===== src/hbp_defines.svh =====
`ifndef HBP_DEFINES_SVH
`define HBP_DEFINES_SVH
`define HBP_OFF_CTRL      4'h0
`define HBP_OFF_IRQ_CLR   4'h1
`define HBP_OFF_STATUS    4'h2
`define HBP_OFF_PAIR_BASE 4'h4
`define HBP_CTRL_RESET    16'h0012
`define HBP_B_GEN         0
`define HBP_B_BRIDGE      1
`define HBP_B_DIR         2
`define HBP_B_LOAD        3
`define HBP_B_HIGH_SIDE_OFF        4
`define HBP_B_INVALL      5
`define HBP_B_PRE_LO      6
`define HBP_B_ENA         9
`define HBP_B_TRIP        10
`define HBP_B_INV1        11
`define HBP_B_INV3        12
`define HBP_B_INV5        13
`define HBP_B_SYNC        14
`endif


===== src/hbp_pkg.sv =====
package hbp_pkg;
    typedef struct packed {
        logic [15:0] rise;
        logic [15:0] fall;
        logic [15:0] low_fall;
        logic [15:0] period;
    } hbp_pair_type;
    typedef struct packed {
        logic [3:0]  address;
        logic        read;
        logic        write;
        logic [31:0] writedata;
    } hbp_req_type;
endpackage


===== src/hbp_top.sv =====
`timescale 1ns/100ps
`include "hbp_defines.svh"
module hbp_top
    import hbp_pkg::*;
(
    input  wire logic        I_CLOCK,        // 50 MHz system clock
    input  wire logic        I_RST_N,        // Synchronous reset, active low
    input  wire logic [3:0]  I_ADDRESS,      // Avalon word address
    input  wire logic        I_READ,         // Avalon read
    input  wire logic        I_WRITE,        // Avalon write
    input  wire logic [31:0] I_WRITEDATA,    // Avalon write data
    output logic      [31:0] O_READDATA,     // Avalon read data
    output logic             O_WAITREQUEST,  // Avalon wait request
    input  wire logic        I_SYNC_N,       // External sync, falling edge acts
    input  wire logic        I_TRIP_N,       // External trip, active low
    output logic      [5:0]  O_PWM,          // Modulator outputs
    output logic             O_TRIP_IRQ      // Pending trip interrupt
);
    hbp_req_type  req;
    hbp_pair_type pair_reg [3];
    hbp_pair_type work_reg [3];
    logic [15:0]  ctrl_reg;
    logic [15:0]  cnt_reg [3];
    logic [2:0]   hs_reg;
    logic [2:0]   ls_reg;
    logic [7:0]   pre_reg;
    logic         sync_reg;
    logic         irq_reg;
    logic         ack_reg;
    logic [31:0]  rdata_reg;

    assign req = '{address: I_ADDRESS, read: I_READ, write: I_WRITE,
                   writedata: I_WRITEDATA};

    // One word selects a pair and a field within it
    function automatic logic [15:0] pair_field(input hbp_pair_type p,
                                               input logic [1:0] f);
        unique case (f)
            2'h0: pair_field = p.rise;
            2'h1: pair_field = p.fall;
            2'h2: pair_field = p.low_fall;
            default: pair_field = p.period;
        endcase
    endfunction

    // Address decode
    wire       access   = req.read | req.write;
    wire       is_pair  = req.address >= `HBP_OFF_PAIR_BASE;
    wire [3:0] pair_off = req.address - `HBP_OFF_PAIR_BASE;
    wire [1:0] pair_sel = pair_off[3:2];
    wire [1:0] fld_sel  = pair_off[1:0];
    wire       pair_ok  = is_pair && (pair_sel != 2'h3);
    wire       wr_take  = req.write & ack_reg;
    wire       wr_ctrl  = wr_take && (req.address == `HBP_OFF_CTRL);
    wire       wr_clr   = wr_take && (req.address == `HBP_OFF_IRQ_CLR);

    // One wait state per access keeps read data registered
    assign O_WAITREQUEST = access & ~ack_reg;
    assign O_READDATA    = rdata_reg;

    // Prescaler tick: divide by 2 << code
    wire [2:0] pre_code = ctrl_reg[`HBP_B_PRE_LO +: 3];
    wire [7:0] pre_max  = 8'((9'h002 << pre_code) - 9'h001);
    wire       tick     = (pre_reg >= pre_max);
    wire       sync_hit = ctrl_reg[`HBP_B_SYNC] & sync_reg & ~I_SYNC_N;
    wire       trip_hit = ctrl_reg[`HBP_B_TRIP] & ~I_TRIP_N;

    // Bus access and control register
    always_ff @(posedge I_CLOCK) begin
        if (!I_RST_N) begin
            ack_reg   <= 1'b0;
            rdata_reg <= 32'h0000_0000;
            ctrl_reg  <= `HBP_CTRL_RESET;
            irq_reg   <= 1'b0;
        end else begin
            ack_reg <= access & ~ack_reg;
            if (access & ~ack_reg) begin
                if (req.address == `HBP_OFF_CTRL)
                    rdata_reg <= {16'h0000, ctrl_reg};
                else if (req.address == `HBP_OFF_STATUS)
                    rdata_reg <= {29'h0, I_TRIP_N, irq_reg, ctrl_reg[`HBP_B_GEN]};
                else if (pair_ok)
                    rdata_reg <= {16'h0000, pair_field(pair_reg[pair_sel], fld_sel)};
                else
                    rdata_reg <= 32'h0000_0000;
            end
            if (wr_ctrl)
                ctrl_reg <= I_WRITEDATA[15:0];
            if (trip_hit)
                ctrl_reg[`HBP_B_GEN] <= 1'b0;
            // Trip wins over the clear so no event is lost
            if (trip_hit)
                irq_reg <= 1'b1;
            else if (wr_clr)
                irq_reg <= 1'b0;
        end
    end
    assign O_TRIP_IRQ = irq_reg;

    // Pair register writes
    always_ff @(posedge I_CLOCK) begin
        if (!I_RST_N) begin
            for (int i = 0; i < 3; i++)
                pair_reg[i] <= '0;
        end else if (wr_take && pair_ok) begin
            unique case (fld_sel)
                2'h0: pair_reg[pair_sel].rise     <= I_WRITEDATA[15:0];
                2'h1: pair_reg[pair_sel].fall     <= I_WRITEDATA[15:0];
                2'h2: pair_reg[pair_sel].low_fall <= I_WRITEDATA[15:0];
                2'h3: pair_reg[pair_sel].period   <= I_WRITEDATA[15:0];
            endcase
        end
    end

    // Prescaler and sync edge memory
    always_ff @(posedge I_CLOCK) begin
        if (!I_RST_N) begin
            pre_reg  <= 8'h00;
            sync_reg <= 1'b1;
        end else begin
            sync_reg <= I_SYNC_N;
            pre_reg  <= tick ? 8'h00 : pre_reg + 8'h01;
        end
    end

    // Counters, working compares and raw waveforms per pair
    for (genvar p = 0; p < 3; p++) begin : g_pair
        wire [15:0] cnt     = cnt_reg[p];
        wire        at_rise = tick && (cnt == work_reg[p].rise);
        wire        at_fall = tick && (cnt == work_reg[p].fall);
        wire        at_lowf = tick && (cnt == work_reg[p].low_fall);
        wire        at_per  = tick && (cnt == pair_reg[p].period);
        always_ff @(posedge I_CLOCK) begin
            if (!I_RST_N) begin
                cnt_reg[p]  <= 16'h0000;
                work_reg[p] <= '0;
                hs_reg[p]   <= 1'b0;
                ls_reg[p]   <= 1'b0;
            end else begin
                if (sync_hit)
                    cnt_reg[p] <= 16'h0000;
                else if (tick)
                    cnt_reg[p] <= at_per ? 16'h0000 : cnt + 16'h0001;
                // Working copies refresh only at the 0 to 1 step
                if (tick && !at_per && cnt == 16'h0000 && ctrl_reg[`HBP_B_LOAD])
                    work_reg[p] <= pair_reg[p];
                if (at_fall)
                    hs_reg[p] <= 1'b0;
                else if (at_rise)
                    hs_reg[p] <= 1'b1;
                // Low side drops with high-side fall, whichever first
                if (at_lowf || (at_fall && hs_reg[p]))
                    ls_reg[p] <= 1'b0;
                else if (at_per)
                    ls_reg[p] <= 1'b1;
            end
        end
    end

    // Output selection; registered so pins never glitch
    wire       gen    = ctrl_reg[`HBP_B_GEN];
    wire       bridge = ctrl_reg[`HBP_B_BRIDGE];
    wire       high_side_off   = ctrl_reg[`HBP_B_HIGH_SIDE_OFF];
    wire [5:0] std_w  = {ls_reg[2], hs_reg[2], ls_reg[1], hs_reg[1],
                         ls_reg[0], hs_reg[0]};
    wire [5:0] inv_w  = {ctrl_reg[`HBP_B_INV5], 1'b0, ctrl_reg[`HBP_B_INV3], 1'b0,
                         ctrl_reg[`HBP_B_INV1], 1'b0};
    wire [3:0] dir_w  = ctrl_reg[`HBP_B_DIR] ? {2'b00, ls_reg[0], hs_reg[0]}
                                             : {ls_reg[0], hs_reg[0], 2'b00};
    wire [3:0] hb_w   = high_side_off ? 4'h5
                      : !ctrl_reg[`HBP_B_ENA] ? 4'hF
                      : ctrl_reg[`HBP_B_INVALL] ? ~dir_w : dir_w;
    wire [5:0] std_o  = (ctrl_reg[`HBP_B_INVALL] & bridge) ? ~(std_w ^ inv_w)
                                                          : (std_w ^ inv_w);
    wire [5:0] next_o = !gen ? 6'h00
                      : bridge ? {std_o[5:4], hb_w} : std_o;

    always_ff @(posedge I_CLOCK) begin
        if (!I_RST_N)
            O_PWM <= 6'h00;
        else
            O_PWM <= next_o;
    end
endmodule // hbp_top


===== config.mk =====
export PLATFORM = sky130hd
export DESIGN_NAME = hbp_top
export DESIGN_NICKNAME = d
export VERILOG_FILES = /design/src/hbp_pkg.sv /design/src/hbp_top.sv
export VERILOG_INCLUDE_DIRS = /design/src
export SDC_FILE = /design/constraint.sdc
export NUM_CORES = 1
export LEC_CHECK = 0
export ABC_CLOCK_PERIOD_IN_PS = 5400
export BUFFER_PORTS_ARGS = -buffer_cell sky130_fd_sc_hd__buf_2
export CORE_UTILIZATION = 56
export DETAILED_ROUTE_END_ITERATION = 10
export GPL_ROUTABILITY_DRIVEN = 1
export MAX_ROUTING_LAYER = met4
export PLACE_DENSITY = 0.76
export SLEW_MARGIN = 25
export SYNTH_ARGS = -nofsm -noshare
export SYNTH_HDL_FRONTEND = slang
export SYNTH_SLANG_ARGS = --single-unit

===== constraint.sdc =====
create_clock -name I_CLOCK -period 5.4 [get_ports I_CLOCK]
set_input_delay 0.27 -clock I_CLOCK [delete_from_list [all_inputs] [get_ports I_CLOCK]]
set_output_delay 0.27 -clock I_CLOCK [all_outputs]
set_load 0.005 [all_outputs]

==> results.md <==
- Worst voltage drop across the vdd grid: 349 uV
- Worst hold path class: input pin to flop
- Placeable Area: 43,100 um^2
- Count of max-cap constraint violations: 0
- Clock sink count: 503
- Via count: between 15k and 20k
- Post-Route Setup TNS: 0 ns
- Arrival time worst endpoint: 3.87 ns
- Flip-flop count of the largest register, all copies and words added: roughly 260
- Number of H-tree branching levels: 2
- Starting density of the core: 56.8%
- Compound-Gate Fraction of Synth Area: 2.54%
- Clock tree from TritonCTS: yes
- Largest stage delay on the critical path: roughly 0.58 ns
- Post-synth ARST share: 0%
- Slew @ Worst Pin: 1.05 ns
- Fraction of met2 tracks used by global routing: 48.2%
- Routed WL: a little under 70,000 um
- Number of port buffers: between 40 and 50
- DRT Pass-1 Iters: 7
- Largest driver fanout on the critical path: 48
- CP Capture Type: flop
- Number of enable flip-flop cells after synthesis: 448
- Fraction of final layout cells sized beyond drive strength 1: 11.8%
- Flip-flop and latch count after synthesis: a little over 500
- Number of top-level pins: a little over 80
- Slew Limit Fails: 0
- Post-layout instance area: 26,400 um^2
- Power density cells: 411 nW/um^2
- Run status: finished, final reports clean
- Maximum number of pins on one net before global-route repair: 53
- Worst-skew pair later-pin latency: 0.64 ns
- Worst setup margin: 1.78 ns
- Clock tree root driver cell: clkbuf_16
- X dimension of the die: 211 um
- Initial antenna violation count: 2
- Std cell rows: 76
- Most common flop cell mapped by yosys: edfxtp_1
- GR Layer Usage met1: 42.4%
- Dominant combinational cell family by area after synthesis: simple AND/OR/NAND/NOR gates
- Synth Warn #: 0
- Count of antenna-violating nets left after detailed routing: 0
- Gr busiest metal: met2
- Endpoints failing setup: 0
- Placed wire-length estimate: 46,400 um
- Clk pin slew, worst setup/hold paths: about 0.060 ns
- Placed cell areas: 24,700 um^2
- Yosys cell types: 54
- Post-synthesis area per instance: 13.2 um^2
- Adder and majority gate portion of the synthesized area: 0.971%
- Maximum clock frequency: 277 MHz
- Syn-to-layout area delta: 8.03%
- Fin Clk Skew: around 0.043 ns
- Post-CTS setup buffer count: 0
- Most common cell after layout, fill and taps aside: edfxtp_1
- Iteration-0 DRC Markers: 2,165
- First-pass GRT wire length: 97,200 um
- Met3 Track Usage GR: 6.41%
- Data required time at the worst endpoint: 5.65 ns
- Full die area: 44,500 um^2
- Overflow after GRT: 0
- Synthesized instance count: 1,858
- Tmin final: approximately 3.6 ns
- TritonCTS Buffers: 52
- Worst slack at placement: 1.55 ns
- Number of nets in the final layout: between 1.5k and 2k
- Number of remaining DRC errors: 0
- Overall global routing resource usage: 32.0%
- Overall power of the completed layout: 0.0109 W
- Synth Area in Simple Gates: 15.8%
- Most frequent cell on the critical path: o21ai_0
- Period Utilization, post-route: 67.0%
- GPL Wtd Cong: 1.02
- Worst hold slack: 0.150 ns
- Sequential fraction of the synthesis area: 59.5%
- Final hold vios: 0
- Proportion of synthesized area in mux cells: approximately 7.5%
- Detail-routed via count per cell: 6.28
- Rel. slew slack: 29.8%
- Cell-by-cell listing of the critical path: o21ai_0 -> ha_1 -> o21ai_0 -> a21oi_2 -> a221o_1 -> nand2_1 -> o31ai_4 -> buf_4
- Startpoint kind of the worst setup timing path: flop
- Xor/xnor share of the synthesized area: 8.87%
- Via count of the first global-routing pass: 14.6k
- Post-synthesis cell area: roughly 24,000 um^2
- Leak: roughly 10 nW
- Die height: roughly 210 um
- Setup repair after global routing missed its margin: no
- Max clock buf depth: 3
- WL/cell: 27.9 um
- Cell with the largest stage delay on the worst path: a221o_1
- Path type of the worst setup path: flop to flop
- Most used cells in the layout excluding fill and tap cells: edfxtp_1 (448), and3_1 (199), and2_1 (150)
[layer usage]
metal | part of all wire [%] | up-vias
li1 | - | 6651
met1 | 39 | 7645
met2 | 47 | 890
met3 | 10 | 150
met4 | 4.5 | 0
met5 | 0 | -
[through the flow]
step                utilization, %  std cells
global placement              57.4       2347
finish                        61.4       2441
detailed placement            57.4       2347
global route                  61.4       2440
floorplan                        -       1873
CTS                           61.3       2439
[cells by family (layout without fill, tap and decap cells)]
logic type / Yosys count / after routing
mux: 92 / 92
fa+ha+maj: 19 / 19
buf+inv: 210 / 191
flops: 503 / 503
simple gates: 685 / 685
xor+xnor: 248 / 248
compound gates: 100 / 100
other cells: 1 / 18
[power by group]
part / total, W / switching (W) / internal (W)
Clock: 0.00361 / 0.00154 / 0.00208
Sequential: 0.00553 / 0.000921 / 0.00461
Combinational: 0.00172 / 0.000953 / 0.000766
[timing repair]
item,4_1_cts,5_1_grt
resized for setup,0,0
hold buffers,2,0
endpoints found under the hold margin,3,0
[worst max-delay path, delay by kind of cell (launching register included)]
| kind | cells | cell delay [ns] |
|---|---|---|
| adders and majority gates | 1 | 0.31 |
| and+or+nand+nor | 1 | 0.45 |
| buffers and inverters | 1 | 0.56 |
| AOI/OAI and AO/OA | 5 | 1.38 |
| DFF | 1 | 0.49 |
[synth_stat cells, types with 14 or more instances]
cell type,instances,area (um^2)
nand3_1,26,130
o22ai_1,14,87.6
nand4_1,46,288
buf_6,17,191
nor2_1,94,353
nand2_1,87,327
nor3_1,14,70.1
inv_1,23,86.3
buf_2,47,235
clkbuf_1,74,278
mux4_2,33,743
nor4_1,38,238
buf_4,40,300
mux4_1,22,578
mux2i_1,27,270
a21oi_1,30,150
and3_1,199,1240
o21ai_0,24,120
a211oi_1,18,135
xnor2_1,125,1090
edfxtp_1,448,13500
and2_1,150,938
xor2_1,123,1080
dfxtp_1,55,1100
ha_1,19,238
[layout make-up]
| type | instances | area [um^2] |
|---|---|---|
| fill | 3269 | 16600 |
| clock inverter | 25 | 283 |
| antenna | 2 | 5.00 |
| tap | 585 | 732 |
| inverter | 24 | 90.1 |
| sequential | 503 | 14600 |
| multi-input combinational | 1160 | 8910 |
| clock buffer | 65 | 1400 |
| timing repair buffer | 77 | 463 |
[worst paths after layout]
kind	start	to	cells past startpoint	slack [ns]
setup reg to reg	ctrl_reg[8]	work_reg[0][27]	8	1.78
setup / recovery	ctrl_reg[8]	work_reg[0][27]	8	1.78
hold reg to reg	ctrl_reg[15]	ctrl_reg[15]	2	0.46
hold / removal	I_WRITEDATA[15]	pair_reg[3][31]	1	0.15
Note: power is estimated with default switching activity, not from simulation.
